### src/apm_pkg.sv
// Purpose: constants and register map of the activity power manager
// Assumes: pclk at 250 MHz, APB register access with 32-bit data
// Notes:   long cycle counts are also top-level parameters
`default_nettype none
package apm_pkg;

  // clock and timing
  localparam longint unsigned APM_CLK_HZ      = 250_000_000;
  localparam longint unsigned APM_IDLE_S      = 30;
  localparam longint unsigned APM_AUTO_MODE_SELECT_N_US   = 100;
  localparam longint unsigned APM_IDLE_CYC_L  = APM_IDLE_S * APM_CLK_HZ;
  localparam longint unsigned APM_AUTO_MODE_SELECT_N_CYC_L =
    (APM_AUTO_MODE_SELECT_N_US * APM_CLK_HZ) / 64'd1_000_000;
  localparam int              APM_IDLE_W      = 36;
  localparam int              APM_WAKE_W      = 20;
  localparam logic [APM_IDLE_W-1:0] APM_IDLE_CYCLES =
    APM_IDLE_CYC_L[APM_IDLE_W-1:0];
  localparam logic [APM_WAKE_W-1:0] APM_AUTO_MODE_SELECT_N_CYCLES =
    APM_AUTO_MODE_SELECT_N_CYC_L[APM_WAKE_W-1:0];

  // register byte offsets
  localparam logic [11:0] APM_OFS_CTRL     = 12'h000;
  localparam logic [11:0] APM_OFS_STATUS   = 12'h004;
  localparam logic [11:0] APM_OFS_IRQ_STAT = 12'h008;
  localparam logic [11:0] APM_OFS_IRQ_MASK = 12'h00c;
  localparam logic [11:0] APM_OFS_IDLE_CNT = 12'h010;

  // control fields
  localparam int APM_CTRL_SW_ACT = 0;

  // status fields
  localparam int APM_ST_STATE_LO = 0;
  localparam int APM_ST_PUMP_EN  = 2;
  localparam int APM_ST_DRV_EN   = 3;
  localparam int APM_ST_VALID    = 4;
  localparam int APM_ST_READY    = 5;
  localparam int APM_ST_FORCE_ON = 6;
  localparam int APM_ST_FORCE_OFF = 7;

  // interrupt event bits
  localparam int APM_IRQ_W       = 4;
  localparam int APM_EV_SLEEP    = 0;
  localparam int APM_EV_AUTO_MODE_SELECT_N   = 1;
  localparam int APM_EV_VALID    = 2;
  localparam int APM_EV_READY    = 3;

  // reset values
  localparam logic [APM_IRQ_W-1:0] APM_IRQ_MASK_RST = 4'h0;

  // power states, gray along sleep -> waking -> active
  typedef enum logic [1:0] {
    APM_SLEEP  = 2'b00,
    APM_WAKING = 2'b01,
    APM_ACTIVE = 2'b11,
    APM_OFF    = 2'b10
  } apm_state_t;

endpackage
`default_nettype wire

### src/apm_top.sv
// Purpose: transition-driven power manager for a serial line transceiver
// Assumes: pump rail and line level comparators arrive as digital inputs
// Notes:   receiver data keeps flowing in every power state
//
// The register offsets and register access over APB were chosen for this implementation.
`default_nettype none
`timescale 1ns/10ps

module apm_top
  import apm_pkg::*;
#(
  parameter int                    N_DRV       = 2,
  parameter int                    N_RCV       = 2,
  parameter logic [APM_IDLE_W-1:0] IDLE_CYCLES = APM_IDLE_CYCLES,
  parameter logic [APM_WAKE_W-1:0] AUTO_MODE_SELECT_N_CYCLES = APM_AUTO_MODE_SELECT_N_CYCLES
) (
  // clock and reset
  input  wire logic             pclk,
  input  wire logic             presetn,
  // apb slave
  input  wire logic             psel,
  input  wire logic             penable,
  input  wire logic             pwrite,
  input  wire logic [11:0]      paddr,
  input  wire logic [31:0]      pwdata,
  output var  logic [31:0]      prdata,
  output var  logic             pready,
  output var  logic             pslverr,
  // power control pins
  input  wire logic             force_off_n,
  input  wire logic             auto_mode_select_n,
  // monitored driver and receiver inputs
  input  wire logic [N_DRV-1:0] tx_in,
  input  wire logic [N_RCV-1:0] rx_in,
  // analog comparator results
  input  wire logic [N_RCV-1:0] rx_level_ok,
  input  wire logic             vneg_below_4v,
  // line side outputs
  output var  logic [N_DRV-1:0] tx_out,
  output var  logic [N_DRV-1:0] tx_out_oe,
  output var  logic [N_RCV-1:0] rx_out,
  // power outputs and flags
  output var  logic             pump_enable,
  output var  logic             valid_level,
  output var  logic             pump_ready,
  output var  logic             irq
);

  typedef struct packed {
    logic                  fo_s1;
    logic                  fo_s2;
    logic                  am_s1;
    logic                  am_s2;
    logic [N_DRV-1:0]      tx_s1;
    logic [N_DRV-1:0]      tx_s2;
    logic [N_DRV-1:0]      tx_s3;
    logic [N_RCV-1:0]      rx_s1;
    logic [N_RCV-1:0]      rx_s2;
    logic [N_RCV-1:0]      rx_s3;
    logic [N_RCV-1:0]      lv_s1;
    logic [N_RCV-1:0]      lv_s2;
    logic                  vn_s1;
    logic                  vn_s2;
    logic [1:0]            prime;
    apm_state_t            state;
    logic [APM_IDLE_W-1:0] idle_cnt;
    logic [APM_WAKE_W-1:0] wake_cnt;
    logic                  sw_act;
    logic [APM_IRQ_W-1:0]  irq_stat;
    logic [APM_IRQ_W-1:0]  irq_mask;
    logic [N_DRV-1:0]      tx_out;
    logic [N_DRV-1:0]      tx_out_oe;
    logic [N_RCV-1:0]      rx_out;
    logic                  pump_enable;
    logic                  valid_level;
    logic                  pump_ready;
    logic                  irq;
    logic [31:0]           prdata;
    logic                  pready;
    logic                  pslverr;
  } apm_regs_t;

  apm_regs_t r;
  apm_regs_t next_r;

  // true when the address names a mapped register
  function automatic logic apm_mapped(input logic [11:0] a);
    if (a == APM_OFS_CTRL) begin
      return 1'b1;
    end else if (a == APM_OFS_STATUS) begin
      return 1'b1;
    end else if (a == APM_OFS_IRQ_STAT) begin
      return 1'b1;
    end else if (a == APM_OFS_IRQ_MASK) begin
      return 1'b1;
    end else if (a == APM_OFS_IDLE_CNT) begin
      return 1'b1;
    end else begin
      return 1'b0;
    end
  endfunction

  // next-state logic for the whole block
  always_comb begin
    logic                 forced_off;
    logic                 forced_on;
    logic                 activity;
    logic                 apb_done;
    logic                 apb_req;
    logic                 pumps_on;
    logic [APM_IRQ_W-1:0] ev;
    logic [31:0]          rd;
    forced_off = 1'b0;
    forced_on  = 1'b0;
    activity   = 1'b0;
    apb_done   = 1'b0;
    apb_req    = 1'b0;
    pumps_on   = 1'b0;
    ev         = '0;
    rd         = 32'h0000_0000;
    next_r     = r;

    // two-flop synchronisers for every pin
    next_r.fo_s1 = force_off_n;
    next_r.fo_s2 = r.fo_s1;
    next_r.am_s1 = auto_mode_select_n;
    next_r.am_s2 = r.am_s1;
    next_r.tx_s1 = tx_in;
    next_r.tx_s2 = r.tx_s1;
    next_r.tx_s3 = r.tx_s2;
    next_r.rx_s1 = rx_in;
    next_r.rx_s2 = r.rx_s1;
    next_r.rx_s3 = r.rx_s2;
    next_r.lv_s1 = rx_level_ok;
    next_r.lv_s2 = r.lv_s1;
    next_r.vn_s1 = vneg_below_4v;
    next_r.vn_s2 = r.vn_s1;

    // edge detectors stay blind until the synchroniser chain has filled,
    // so the reset value of the chain never reads as a pin edge
    if (r.prime != 2'h3) begin
      next_r.prime = r.prime + 2'h1;
    end

    // control decode from the pins
    forced_off = !r.fo_s2;
    forced_on  = r.am_s2 && r.fo_s2;
    // pin edges or a software activity write; the valid flag takes no part here
    activity = ((r.prime == 2'h3)
                && ((|(r.tx_s2 ^ r.tx_s3)) || (|(r.rx_s2 ^ r.rx_s3))))
               || r.sw_act;

    // apb handshake: one wait state, then pready
    apb_req  = psel && penable && !r.pready;
    apb_done = psel && penable && r.pready;
    next_r.pready  = apb_req;
    next_r.pslverr = apb_req && !apm_mapped(paddr);
    next_r.sw_act  = 1'b0;

    // power state machine
    next_r.wake_cnt = '0;
    case (r.state)
      APM_OFF: begin
        if (!forced_off) begin
          next_r.state = APM_WAKING;
        end
      end
      APM_SLEEP: begin
        if (forced_off) begin
          next_r.state = APM_OFF;
        end else if (forced_on || activity) begin
          next_r.state = APM_WAKING;
        end
      end
      APM_WAKING: begin
        if (forced_off) begin
          next_r.state = APM_OFF;
        end else if (r.wake_cnt >= AUTO_MODE_SELECT_N_CYCLES - 1'b1) begin
          next_r.state = APM_ACTIVE;
        end else begin
          next_r.wake_cnt = r.wake_cnt + 1'b1;
        end
      end
      APM_ACTIVE: begin
        if (forced_off) begin
          next_r.state = APM_OFF;
        end else if (!forced_on && !activity
                     && r.idle_cnt >= IDLE_CYCLES - 1'b1) begin
          next_r.state = APM_SLEEP;
        end
      end
      default: begin
        next_r.state = APM_OFF;
      end
    endcase

    // idle timer runs only while powered in automatic mode
    if (forced_on || forced_off || activity
        || r.state == APM_SLEEP || r.state == APM_OFF) begin
      next_r.idle_cnt = '0;
    end else if (r.idle_cnt < IDLE_CYCLES) begin
      next_r.idle_cnt = r.idle_cnt + 1'b1;
    end

    // output stage
    pumps_on = (next_r.state == APM_WAKING)
               || (next_r.state == APM_ACTIVE);
    next_r.pump_enable = pumps_on;
    next_r.tx_out_oe   = {N_DRV{next_r.state == APM_ACTIVE}};
    next_r.tx_out      = r.tx_s2;
    next_r.rx_out      = r.rx_s2;
    next_r.valid_level = |r.lv_s2;
    next_r.pump_ready  = r.vn_s2 && r.pump_enable;

    // interrupt events
    ev[APM_EV_SLEEP]  = (r.state != APM_SLEEP)
                        && (next_r.state == APM_SLEEP);
    ev[APM_EV_AUTO_MODE_SELECT_N] = (r.state != APM_ACTIVE)
                        && (next_r.state == APM_ACTIVE);
    ev[APM_EV_VALID]  = next_r.valid_level != r.valid_level;
    ev[APM_EV_READY]  = next_r.pump_ready && !r.pump_ready;

    // read data mux
    if (paddr == APM_OFS_CTRL) begin
      rd = 32'h0000_0000;
    end else if (paddr == APM_OFS_STATUS) begin
      rd[APM_ST_STATE_LO +: 2]  = r.state;
      rd[APM_ST_PUMP_EN]        = r.pump_enable;
      rd[APM_ST_DRV_EN]         = |r.tx_out_oe;
      rd[APM_ST_VALID]          = r.valid_level;
      rd[APM_ST_READY]          = r.pump_ready;
      rd[APM_ST_FORCE_ON]       = forced_on;
      rd[APM_ST_FORCE_OFF]      = forced_off;
    end else if (paddr == APM_OFS_IRQ_STAT) begin
      rd[APM_IRQ_W-1:0] = r.irq_stat;
    end else if (paddr == APM_OFS_IRQ_MASK) begin
      rd[APM_IRQ_W-1:0] = r.irq_mask;
    end else if (paddr == APM_OFS_IDLE_CNT) begin
      rd = r.idle_cnt[31:0];
    end else begin
      rd = 32'h0000_0000;
    end
    if (apb_req) begin
      next_r.prdata = pwrite ? 32'h0000_0000 : rd;
    end

    // register writes at the completing edge
    if (apb_done && pwrite) begin
      if (paddr == APM_OFS_CTRL) begin
        next_r.sw_act = pwdata[APM_CTRL_SW_ACT];
      end else if (paddr == APM_OFS_IRQ_MASK) begin
        next_r.irq_mask = pwdata[APM_IRQ_W-1:0];
      end
    end

    // sticky status: a read clears only the bits it returned, so an event
    // between the data snapshot and the clear is kept; a new event wins
    if (apb_done && !pwrite && paddr == APM_OFS_IRQ_STAT) begin
      next_r.irq_stat = (r.irq_stat & ~r.prdata[APM_IRQ_W-1:0]) | ev;
    end else begin
      next_r.irq_stat = r.irq_stat | ev;
    end
    next_r.irq = |(next_r.irq_stat & next_r.irq_mask);
  end

  // state register
  always_ff @(posedge pclk or negedge presetn) begin
    if (!presetn) begin
      r          <= '0;
      r.state    <= APM_OFF;
      r.irq_mask <= APM_IRQ_MASK_RST;
    end else begin
      r <= next_r;
    end
  end

  // ports straight from flops
  assign prdata      = r.prdata;
  assign pready      = r.pready;
  assign pslverr     = r.pslverr;
  assign tx_out      = r.tx_out;
  assign tx_out_oe   = r.tx_out_oe;
  assign rx_out      = r.rx_out;
  assign pump_enable = r.pump_enable;
  assign valid_level = r.valid_level;
  assign pump_ready  = r.pump_ready;
  assign irq         = r.irq;

endmodule
`default_nettype wire
### config.mk
export PLATFORM = sky130hd
export DESIGN_NAME = apm_top
export DESIGN_NICKNAME = d
export VERILOG_FILES = /design/src/apm_pkg.sv /design/src/apm_top.sv
export SDC_FILE = /design/constraint.sdc
export NUM_CORES = 1
export LEC_CHECK = 0
export BUFFER_PORTS_ARGS = -buffer_cell sky130_fd_sc_hd__buf_2
export CORE_MARGIN = 2
export CORE_UTILIZATION = 40
export DETAILED_ROUTE_END_ITERATION = 8
export PLACE_DENSITY = 0.59
export SYNTH_ARGS = -nofsm -noshare
export SYNTH_HDL_FRONTEND = slang
export SYNTH_SLANG_ARGS = --single-unit
### constraint.sdc
create_clock -name pclk -period 2.4 [get_ports pclk]
set_clock_uncertainty 0.1 [all_clocks]
set_input_delay 0.24 -clock pclk [delete_from_list [all_inputs] [get_ports pclk]]
set_output_delay 0.24 -clock pclk [all_outputs]
set_load 0.03 [all_outputs]
After elaboration in Yosys (flattened, before gate mapping)

Index checks and enable logic that the tools add are counted.

Bits in registers: 130
Output and inout port bits: 44
Bits of input ports: 58
Word-level logic and storage cells: 128

$lt $le $gt $ge: 3
Add/subtract/negate cells: 3
Equal/unequal tests: 13
Mux-type cells: 33
Reduce and logical (&&, ||, !) cells: 40
Bitwise operators: 7

Operators with widths:

| kind                    | number |
|---|---|
| $mux W32                | 3 |
| $mux W36                | 2 |
| $mux W20                | 3 |
| $mux W28                | 2 |
| $add A36 B1 Y36 const B | 1 |
| $ge A36 B33 Y1 const B  | 1 |
| $lt A36 B33 Y1 const B  | 1 |
| $eq A12 B4 Y1 const B   | 2 |
| $mux W24                | 1 |
| $mux W4                 | 6 |
| $add A20 B1 Y20 const B | 1 |
| $ge A20 B15 Y1 const B  | 1 |
| $logic_and A1 B1 Y1     | 15 |
| $mux W2                 | 7 |
| $eq A12 B3 Y1 const B   | 1 |
| $eq A12 B5 Y1 const B   | 1 |
| $logic_not A12 Y1       | 1 |
| $and A4 B4 Y4           | 2 |
| $eq A2 B2 Y1 const B    | 4 |
| $logic_or A1 B1 Y1      | 8 |
| $mux W8                 | 1 |
| $or A4 B4 Y4            | 2 |
| $pmux W2 S4             | 1 |
| $reduce_or A2 Y1        | 4 |
| 11 further kinds        | 28 |

Depth between registers and ports, before layout

Gate-level depths: netlist of run 1.

Word-level depth: 17
Depth in mapped cells: 8
Gate-level depth less buffers: 7

Worst setup path before layout of run 1

OpenSTA, ideal clock, no wires.

Kind: register -> register
From: register, netlist name rx_out[1]
To: register r[83] (netlist bit)
Data required time: 2,234 ps
Setup time: 66 ps
Clock period less this slack: 2,422 ps
Path buffers: 2
Arrival time: 2,256 ps
Setup slack: -22 ps
Stages on the path, launching flop included: 9
Path through: dfrtp_1 > xor2_1 > o41a_1 > or3_1 > buf_2 > or2_0 > buf_2 > or4_1 > nand2_1

RTL lines:

| element              | RTL line       | text |
|---|---|---|
| to (signal assigned) | apm_top.sv:273 | `r <= next_r;` |
| to (decl)            | apm_top.sv:83  | `apm_regs_t r;` |

==> results.txt, run 1 <==
The sequential element share of the synthesized area is 54.6%. The final RePlAce weighted congestion is 0.915. The number of rows in the core area is 44. The repair_antennas step left the layout with diodes totalling 0. The highest achievable clock rate came out at 0.410 GHz. For this run the aggregate overflow at the end of global routing stands at 0. After detailed routing, no signal wire sits above met4. The worst setup path category is flip-flop to flip-flop.

The count of yosys warnings during synthesis is 0. The final wirelength came out at 13.5 mm. The final HPWL from detailed placement came out at 9.55 mm. The synthesized cell area is 5960 um^2.

The final hold violation count is 0. The share of Yosys cell area claimed by the top area cell type came out at 54.2%. The proportion of layout cells with a drive suffix above 1 is 27.3%. The signal on the critical path passes through or4_4, nor4_4, nand3_1, a2111o_1, or4b_1, nand4_1. The number of flops mapped to enable cells by yosys is 0. The count of TritonRoute iterations in the first routing pass is 5. TritonCTS built the clock tree.

The number of buffers added by the clock tree synthesis step is 17. The vertical die dimension came out at 126 um. Setup repair after global routing could not meet its margin everywhere.

The post-route total power came out at 0.00522 W. The count of pins over their slew limit is 0. The synthesized area per cell came out at 10.5 um^2.

The count of buffers added on input and output ports is 73. Data on the critical path is required at its endpoint by 2650 ps. The leakage power figure is 3.44 nW. The starting utilization of the core area came out at 41.0%.

The area growth from synthesis to layout came out at 25.6%. The full die area came out at 15900 um^2. Entering global routing, the biggest net connects 56 pins.

The dominant register cell in the synthesized netlist is dfrtp_1. The number of top-level design ports came out at 102. The startpoint type of the worst setup path is a flip-flop.

The routed design uses 6.43 mm of met2 wire. The slowest stage cell on the critical path is or4_4. The worst-path maximum fanout is 3. In this run the number of H-tree levels came out at 4. The number of max-capacitance violations reported came out at 0. In this run the deepest clock path goes through 2 buffers. The initial antenna violation count is 0. The post-synthesis cell type count came out at 55. By area the synthesized netlist is led by dfrtp_1, buf_4, a22o_1, xor2_1, nor2_1. The path type of the worst min-delay path is input port to flip-flop. The die span in x came out at 126 um. The worst slack at placement is -97.2 ps.

The clock slew seen by the registers of the worst setup and hold paths came out at 60 ps. The number of endpoints failing setup at the final stage came out at 1. The total clock sinks is 130. The final worst slack came out at -40.4 ps. The DRC violation count after routing came out at 0. The power density of the placed cells is 697 nW/um^2.

The detailed-route vias per instance is 5.29. The count of cells in the finished layout, fillers not included, comes to 865. The first global-routing pass estimated 22.2 mm of wire.

The arrival time at the worst endpoint is 2690 ps. The maximum vdd ir drop is 0.614 mV. The checks that failed: negative setup slack. Counting tap cells, the placed design contains a total of 813 instances. The commonest cells after synthesis are dfrtp_1, nor2_1, nand2_1.

The first-iteration detailed-routing DRC count came out at 412. The biggest cell delay along the critical path came out at 580 ps. The source-to-sink clock delay at the later pin of the worst-skew pair is 420 ps. The share of synthesized flip-flops with an asynchronous set or reset is 100%. For this run, the post-layout net count is 729. The core area came out at 14500 um^2. Synthesis produced 566 cells.

The portion of the clock cycle consumed by the worst path in the final layout is 102%. Across all layers, the routed design uses 4573 vias. The run finished, with violations left.

In the detailed route, the total length drawn on met3 is 623 um. The time the final worst path needs with I/O delays and setup came out at 2440 ps. In this run the clock root is driven by a clkbuf_16. The number of global-route vias before repair is 4614.

The most common cell in the synthesized netlist is dfrtp_1. The post-synthesis register bit count is 130. For this block, wires on met1 add up to 6.14 mm. The average wire per standard cell is 15.6 um. The number of antenna-violating nets in the routed design came out at 0. The cell accounting for the most synthesized area is dfrtp_1.

The global-route usage over all layers is 17.5%. The worst setup path is captured at a flip-flop.
## worst max-delay path: cells and delay by family, from the launching register on
| kind | cells | cell delay (ps) |
|---|---|---|
| simple gates | 5 | 1490 |
| flops | 1 | 370 |
| compound gates | 1 | 420 |
## final timing paths
kind	slack [ps]	cells after the start	endpoint	start
hold / removal	70	4	r[52]	paddr[0]
setup reg to reg	-40	6	irq	r[96]
hold reg to reg	250	0	r[115]	next_r[115]
setup / recovery	-40	6	irq	r[96]
min in group asynchronous	230	2	prdata[15]	presetn
max in group asynchronous	1290	3	r[110]	presetn
## layout by cell type (no fill, tap or decap), types with 4 or more instances in the layout
master / count
buf_2: 73
or3_1: 15
buf_4: 48
xnor2_1: 7
a221o_1: 4
nor2_1: 46
a22o_1: 24
bufinv_16: 4
mux2i_1: 6
nand4_1: 12
clkbuf_16: 17
o2111ai_1: 8
or2_2: 6
nor3_1: 13
clkinvlp_4: 4
dfrtp_1: 129
nand2_1: 39
and3_1: 21
dlygate4sd3_1: 14
and2_1: 9
o211ai_1: 6
nor4_1: 6
xor2_1: 24
a31oi_1: 5
conb_1: 5
mux2_2: 5
o21ai_0: 18
nand3_1: 18
a21oi_1: 18
inv_1: 15
## sequential cells by signal, summed over array words and instances (netlist names), 2 cells and up
register / count
r: 74
tx_out: 2
prdata: 32
rx_out: 2
next_r: 13
## where the power goes
part / switching, W / internal, W / leakage (nW) / total [W]
registers: 0.0000211 / 0.00223 / 1.71 / 0.00225
logic: 0.000123 / 0.0000662 / 1.43 / 0.000189
clock network: 0.00100 / 0.00178 / 0.300 / 0.00278
total: 0.00115 / 0.00407 / 3.44 / 0.00522
## final cells by class
cell class | instances | area (um^2)
Clock buffer | 18 | 439
Inverter | 15 | 56.3
Fill cell | 1310 | 7050
Clock inverter | 14 | 203
Multi-Input combinational cell | 365 | 2370
Sequential cell | 130 | 3250
Tap cell | 184 | 230
Timing Repair Buffer | 139 | 928
## kinds of logic (layout without fill, tap and decap cells)
logic type      Yosys count  count (layout)  synth area share (%)
compound gates          109             109                  13.2
flops                   130             130                  54.6
mux                      11              11                  1.95
simple gates            205             206                  17.7
xor+xnor                 31              31                  4.56
buf+inv                  76             186                  7.27
other cells               1               5                0.0630
fa+ha+maj                 3               3                 0.630
## per-layer routing
layer | GRT usage (%) | vias up
li1 | - | 2186
met1 | 22.6 | 2245
met2 | 28.4 | 119
met3 | 3.95 | 23
met4 | 7.56 | 0
met5 | 0 | -
## repair_timing
action,in CTS,in global routing
pin swaps,4,4
hold buffers,14,0
cloned,0,2
setup endpoints to repair,21,38
setup buffers,2,2
hold endpoints to repair,46,0
gates resized for setup,4,18
## through the flow
stage                     setup TNS (ps)  hold slack (ps)  area [um^2]  utilization (%)
final                              -40.4             66.7         7480             51.5
after global routing                -610             86.7         7480             51.5
after CTS                          -25.4             48.8         7400             50.9
after detailed placement            -529              133         6570             45.2
after global placement              -242              126         6570             45.2
after floorplan                    -26.6             -156         5970                -
(Power assumes the default switching activity.)
==> run 2, diff against run 1 <==
--- a/config.mk
+++ b/config.mk
@@ -6,10 +6,10 @@
 export NUM_CORES = 1
 export LEC_CHECK = 0
 export BUFFER_PORTS_ARGS = -buffer_cell sky130_fd_sc_hd__buf_2
-export CORE_MARGIN = 2
 export CORE_UTILIZATION = 40
 export DETAILED_ROUTE_END_ITERATION = 8
-export PLACE_DENSITY = 0.59
+export PLACE_DENSITY = 0.57
+export RECOVER_POWER = 50
 export SYNTH_ARGS = -nofsm -noshare
 export SYNTH_HDL_FRONTEND = slang
 export SYNTH_SLANG_ARGS = --single-unit
==> constraint.sdc (replaced) <==
create_clock -name pclk -period 3.15 [get_ports pclk]
set_clock_uncertainty 0.1 [all_clocks]
set_input_delay 0.315 -clock pclk [delete_from_list [all_inputs] [get_ports pclk]]
set_output_delay 0.315 -clock pclk [all_outputs]
set_load 0.03 [all_outputs]
==> run 2 against run 1 <==
The run ends with max-capacitance violations, max-slew violations left; maximum frequency fell by 9.8%; sequential share of layout area rose by 3.4 points; setup slack improved by 490 ps; via count fell by 5.6%; utilization fell by 3.7 points; non-clock buffer count fell by 49; clock power fell by 23%; count of clock-buffer cells in the layout rose by 1; global-route usage rose by 0.74 points; die area fell by 3.1%; final area fell by 7.2%; final cell count fell by 5.8%; largest power group unchanged; highest routed layer unchanged.
==> results.txt, run 2 (synthesis results as in run 1) <==
The number of placed cells counting well taps is 773. The worst-path maximum fanout is 36. The wire-length estimate of the detail-placed layout is 8.78 mm.

Routability-driven placement finished with a final weighted congestion of 0.854. The register cell area after layout came out at 3250 um^2. For this configuration, the core starts out at a cell density of 41.0%. The number of antenna-violating nets in the routed design came out at 0. The detailed-route vias per instance is 5.30. The full die area came out at 15400 um^2. The time the final worst path needs with I/O delays and setup came out at 2700 ps. The highest achievable clock rate came out at 0.370 GHz.

The number of buffers added by the clock tree synthesis step is 17. The area growth from synthesis to layout came out at 16.6%. The area occupied by multi-input gates is 2280 um^2. The maximum number of pins on one net before global-route repair came out at 90. The slowest stage cell on the critical path is clkbuf_1. The number of top-level design ports came out at 102. The final reports fail on max-capacitance violations, max-slew violations. The number of diodes is 0. The final wirelength is 12.8 mm. Setup repair after global routing left no endpoint under its margin. The vertical die dimension came out at 124 um.

The wire length of the first global-routing pass came out at 21.3 mm. After clock tree synthesis, the clock-pin slew on the worst setup and hold paths is 60 ps. The portion of the clock cycle consumed by the worst path in the final layout is 85.8%. The number of rows in the core area is 44.

The core area came out at 14500 um^2. The flip-flop count of the largest register after layout came out at 74. The switching power of the nets is 0.000867 W. The count of H-tree levels built during CTS came out at 4. The normalized max-slew margin is -14.7%. The part of the total power dissipated in the clock network came out at 53.7%. The routed layout has 4317 vias. The root buffer cell is clkbuf_16. The arrival time at the worst endpoint came out at 2900 ps. Broken down by cell family, the worst path's largest delay share belongs to buffers and inverters. The final hold violation count is 0.

Clock tree synthesis found a total of 130 sinks. The number of global-route vias before repair is 4339. The slew of the pin with the lowest slew margin is 1720 ps.

The maximum vdd ir drop is 0.367 mV. The clock reaches the later pin of the worst-skew pair after 420 ps. The top cell types in the final layout, fill and taps aside, are dfrtp_1, nor2_1, clkbuf_1. TritonCTS built the clock tree.

The tool flagged a number of max-cap violations equal to 1. For the final routed database, the setup TNS stands at 0 ps. The number of standard cells in the layout, taps in and fillers out came out at 815. The die span in x came out at 124 um. The proportion of layout cells with a drive suffix above 1 came out at 13.2%. The startpoint type of the worst setup path is a flip-flop. The run finished, with violations left.

The biggest cell delay along the critical path came out at 1250 ps. The number of gates given a new drive strength after cts is 0. The tightest min-delay check is of the input port to flip-flop type. The DRC violation count after routing is 0. The proportion of power drawn by flip-flops and latches is 43.0%.

The average wire per standard cell is 15.7 um. The buffers plus inverters on the worst setup path came out at 1. Leaving out fill and tap cells, the most frequent cell in the layout is dfrtp_1. The filler cells instantiated in the layout total 1397. The worst setup path is captured at a flip-flop. The final global-route overflow total is 0. The analysis attributes to cell leakage a power of 2.97 nW. At the worst endpoint, the required time is 3340 ps. Power spread over the standard cell area amounts to 573 nW/um^2. The global-route usage over all layers is 18.2%. The count of pins over their slew limit came out at 37.

The total setup buffers inserted after CTS is 0. The first-iteration detailed-routing DRC count came out at 286. The net count of the finished layout is 679. The count of TritonRoute iterations in the first routing pass came out at 4. The critical path in this run is classified as flip-flop to flip-flop.

The number of buffers between clock root and the deepest sink came out at 2. The initial antenna violation count came to 0. r holds more flip-flops than any other register.

The net switching share of the total power came out at 21.8%. The number of endpoints failing setup at the final stage is 0. Per report_power, the combinational group accounts for 3.3% of the total.

The count of port buffers added during placement is 73. Walking the worst path, the cells encountered are nand3b_1, clkbuf_1, nor3_1, a221o_1. The internal power contribution is 0.00312 W.
==> run 2: worst paths after layout <==
kind	slack (ps)	start	endpoint	cells after the start
worst min-delay path	60	pwdata[3]	r[47]	2
worst max-delay path	450	pready	prdata[3]	4
min in group asynchronous	540	presetn	prdata[12]	2
worst min register to register	250	next_r[113]	r[113]	0
max in group asynchronous	1400	presetn	next_r[42]	3
worst max register to register	450	pready	prdata[3]	4
==> run 2: power groups by stage <==
stage	clock (W)	sequential (W)	combinational, W
2_1_floorplan	0	0.00174	0.0000502
4_1_cts	0.00219	0.00171	0.000138
3_5_place_dp	0	0.00174	0.000128
6_report	0.00214	0.00171	0.000131
3_3_place_gp	0	0.00174	0.000126
5_1_grt	0.00226	0.00171	0.000150
==> run 2: cell type report <==
cell class                 count  area share [%]
sequential                   130            46.8
multi-input combinational    364            32.9
timing repair buffer          90            6.79
clock buffer                  19            6.52
tap                          184            3.31
clock inverter                13            2.83
inverter                      15           0.811
==> run 2: layer usage <==
layer  GRT usage (%)  wire length (um)
met1            22.6              5920
met2            30.0              6060
met3            4.58               549
met4            7.89               249
met5               0                 0
==> run 2: through the flow <==
step,util (%),area (um^2),total power [W],hold slack (ps),setup slack (ps)
final,47.8,6950,0.00398,57.9,446
after floorplan,-,5970,0.00179,-80.6,728
after global routing,47.8,6950,0.00412,39.7,162
after CTS,48.2,7010,0.00404,37.6,438
after global placement,43.1,6260,0.00187,232,517
after detailed placement,43.1,6260,0.00187,235,468
==> run 2: repair_timing <==
action	in CTS	in global routing
setup endpoints to repair	0	0
hold buffers	10	0
endpoints found under the hold margin	50	0
==> run 3, diff against run 2 <==
--- a/config.mk
+++ b/config.mk
@@ -6,6 +6,7 @@
 export NUM_CORES = 1
 export LEC_CHECK = 0
 export BUFFER_PORTS_ARGS = -buffer_cell sky130_fd_sc_hd__buf_2
+export CAP_MARGIN = 0
 export CORE_UTILIZATION = 40
 export DETAILED_ROUTE_END_ITERATION = 8
 export PLACE_DENSITY = 0.57
==> constraint.sdc (replaced) <==
create_clock -name pclk -period 3 [get_ports pclk]
set_clock_uncertainty 0.1 [all_clocks]
set_input_delay 0.3 -clock pclk [delete_from_list [all_inputs] [get_ports pclk]]
set_output_delay 0.3 -clock pclk [all_outputs]
set_load 0.03 [all_outputs]
==> run 3 against run 2 <==
The run still ends with max-capacitance violations, max-slew violations left; non-clock buffer count rose by 8; maximum frequency grew 2.9%; clock power shrank 9%; die area unchanged; hold slack lost 22 ps; setup slack got worse by 73 ps; count of clock-buffer cells in the layout decreased by 2; combinational power increased by 9%; sequential power grew 5%; final cell count increased by 0.98%; via count grew 1.5%; sequential share of layout area did not move; critical path type unchanged; largest cell class unchanged.
==> results.txt, run 3 (synthesis results as in run 1) <==
The run finished, with violations left. The final reports fail on max-capacitance violations, max-slew violations. The min-delay analysis places its worst path in the category input port to flip-flop. The commonest non-fill, non-tap cell in the layout is dfrtp_1.

The net count of the finished layout is 687. The via total after detailed routing came out at 4381. The analysis attributes to cell leakage a power of 3.02 nW. The count of port buffers added during placement came out at 73. Routability-driven placement finished with a final weighted congestion of 0.860. The arrival time at the worst endpoint is 2870 ps. The starting utilization of the core area is 41.0%. The area growth from synthesis to layout is 16.6%. The wire length of the first global-routing pass came out at 21.7 mm.

The depth of the worst register-to-register path is 6. The time the final worst path needs with I/O delays and setup is 2630 ps. Summing all flip-flop and latch instances after layout gives 3250 um^2. The first-iteration detailed-routing DRC count is 236. The clock tree synthesis step divided the H-tree into 4 levels.

Once the clock tree was built, the resizer swapped 0 gates to a different size. The internal power contribution came out at 0.00297 W. The biggest cell delay along the critical path is 630 ps. The data required time at the worst endpoint came out at 3240 ps. The number of stages on the worst hold path came out at 2. TritonCTS built the clock tree. The net switching share of the total power is 23.5%. The core area came out at 14500 um^2. The kind of cell with the highest combined delay on the critical path is simple AND/OR/NAND/NOR gates. The part of the total power dissipated in the clock network came out at 50.0%.

The total clock sinks came out at 130. The number of global-route vias before repair is 4366. The number of rows in the core area came out at 44. The accumulated negative setup slack came out at 0 ps.

The worst path meets setup with 373 ps of slack. The tool flagged a number of max-cap violations equal to 1. Leaving out fill and tap cells, the most frequent cells in the layout are dfrtp_1, nor2_1, buf_2. The switching power of the nets is 0.000910 W.

The normalized max-slew margin is -18.0%. The clock slew seen by the registers of the worst setup and hold paths came out at 60 ps. The proportion of layout cells with a drive suffix above 1 is 17.2%.

The worst setup path is launched from a flip-flop. Traced cell by cell, the critical path runs through or4_1, nor4_2, nand3_1, a2111o_1, or4b_1, nand4_1. The final wirelength is 13.2 mm. The slowest stage of the critical path is the or4_1 cell. The later pin in the worst-skew pair is clocked with a latency of 410 ps. Setup repair after global routing left no endpoint under its margin. The count of pins over their slew limit is 29. The maximum number of pins on one net before global-route repair came out at 69.

STA classifies the critical path endpoint as a flip-flop. The number of antenna-violating nets in the routed design is 0. The number of top-level design ports came out at 102.

The count of TritonRoute iterations in the first routing pass is 5. The worst slack at placement came out at 368 ps. The portion of the clock cycle consumed by the worst path in the final layout is 87.6%. Setup violations remaining at the end of the flow were counted as 0. The DRC violation count after routing is 0. The critical path is of the flip-flop to flip-flop type. The highest achievable clock rate came out at 0.381 GHz. The cell area after layout is 6950 um^2. The top register by number of flip-flops is r. The cell area after placement came out at 6320 um^2. The proportion of power drawn by flip-flops and latches came out at 46.4%. The number of buffers added by the clock tree synthesis step is 17. The full die area is 15400 um^2. The worst-path maximum fanout came out at 7.

0 antenna diodes ended up in the layout. The logic depth of the worst path, buffers included is 6. For the pin with the worst max-slew slack, the measured transition is 1770 ps. The register with the most flip-flops in the layout has 74 of them.

The layout has 1358 filler cells. Global routing consumed, over all layers together, 18.5% of the routing resources. The core occupancy in the finished layout is 47.8%. The cell sitting at the root of the clock tree is a clkbuf_16.

Dividing the detail-routed wire length by the instance count gives 16.0 um. The number of buffers between clock root and the deepest sink is 2. The area occupied by multi-input gates came out at 2280 um^2. Combinational logic burns 3.7% of the power. In the routed layout, each cell is associated on average with a via count of 5.32.

The final global-route overflow total is 0. The final hold violation count came to 0. The number of buffers and inverters on the critical path is 0. The power density of the placed cells is 558 nW/um^2.

The die span in x is 124 um. The final HPWL from detailed placement is 9.14 mm. The vertical die dimension is 124 um.

The maximum vdd ir drop is 0.395 mV. The initial antenna violation count is 0.
==> run 3: cell types whose count changed in the layout (fill, tap and decap cells not counted), sizes merged <==
cell | before | now
clkinvlp | 2 | 8
buf | 34 | 62
inv | 19 | 17
clkinv | 3 | 4
clkbuf | 65 | 43
bufinv | 4 | 1
==> run 3: per-layer routing <==
metal / GRT usage, % / vias up / routed length, um
met5: 0 / - / 0
met4: 6.25 / 0 / 106
met3: 4.62 / 8 / 582
met2: 29.8 / 94 / 6420
met1: 24.4 / 2171 / 6050
li1: - / 2108 / -
==> run 3: stage by stage <==
step,cells,total power [W],hold WS [ps]
floorplan,570,0.00188,-95.6
global placement,781,0.00196,153
detailed placement,781,0.00197,165
CTS,823,0.00393,22.8
global route,823,0.00403,41.5
finish,823,0.00388,36.3
==> run 3: power groups by stage <==
stage / Sequential (W) / Clock (W) / Combinational (W)
2_1_floorplan: 0.00183 / 0 / 0.0000527
3_3_place_gp: 0.00183 / 0 / 0.000133
3_5_place_dp: 0.00183 / 0 / 0.000137
4_1_cts: 0.00180 / 0.00198 / 0.000147
5_1_grt: 0.00180 / 0.00207 / 0.000162
6_report: 0.00180 / 0.00194 / 0.000143
==> run 3: path summary, 6_finish.rpt <==
kind                            slack (ps)         from         end
worst max-delay path                   370        r[96]         irq
worst min-delay path                    40    pwdata[2]       r[46]
worst max register to register         370        r[96]         irq
worst min register to register         250  next_r[128]  next_r[43]
max in group asynchronous              720      presetn      r[101]
min in group asynchronous              800      presetn  prdata[13]
==> run 3: final cells by class <==
cell class,count,area share (%)
clock buffer,17,6.12
clock inverter,15,1.98
inverter,15,0.811
multi-input combinational,364,32.9
sequential,130,46.8
tap,184,3.31
timing repair buffer,98,8.03
==> run 3: repair_timing <==
action / 4_1_cts / 5_1_grt
buffers inserted: 0 / 0
endpoints found under the hold margin: 36 / 0
hold buffers: 10 / 0
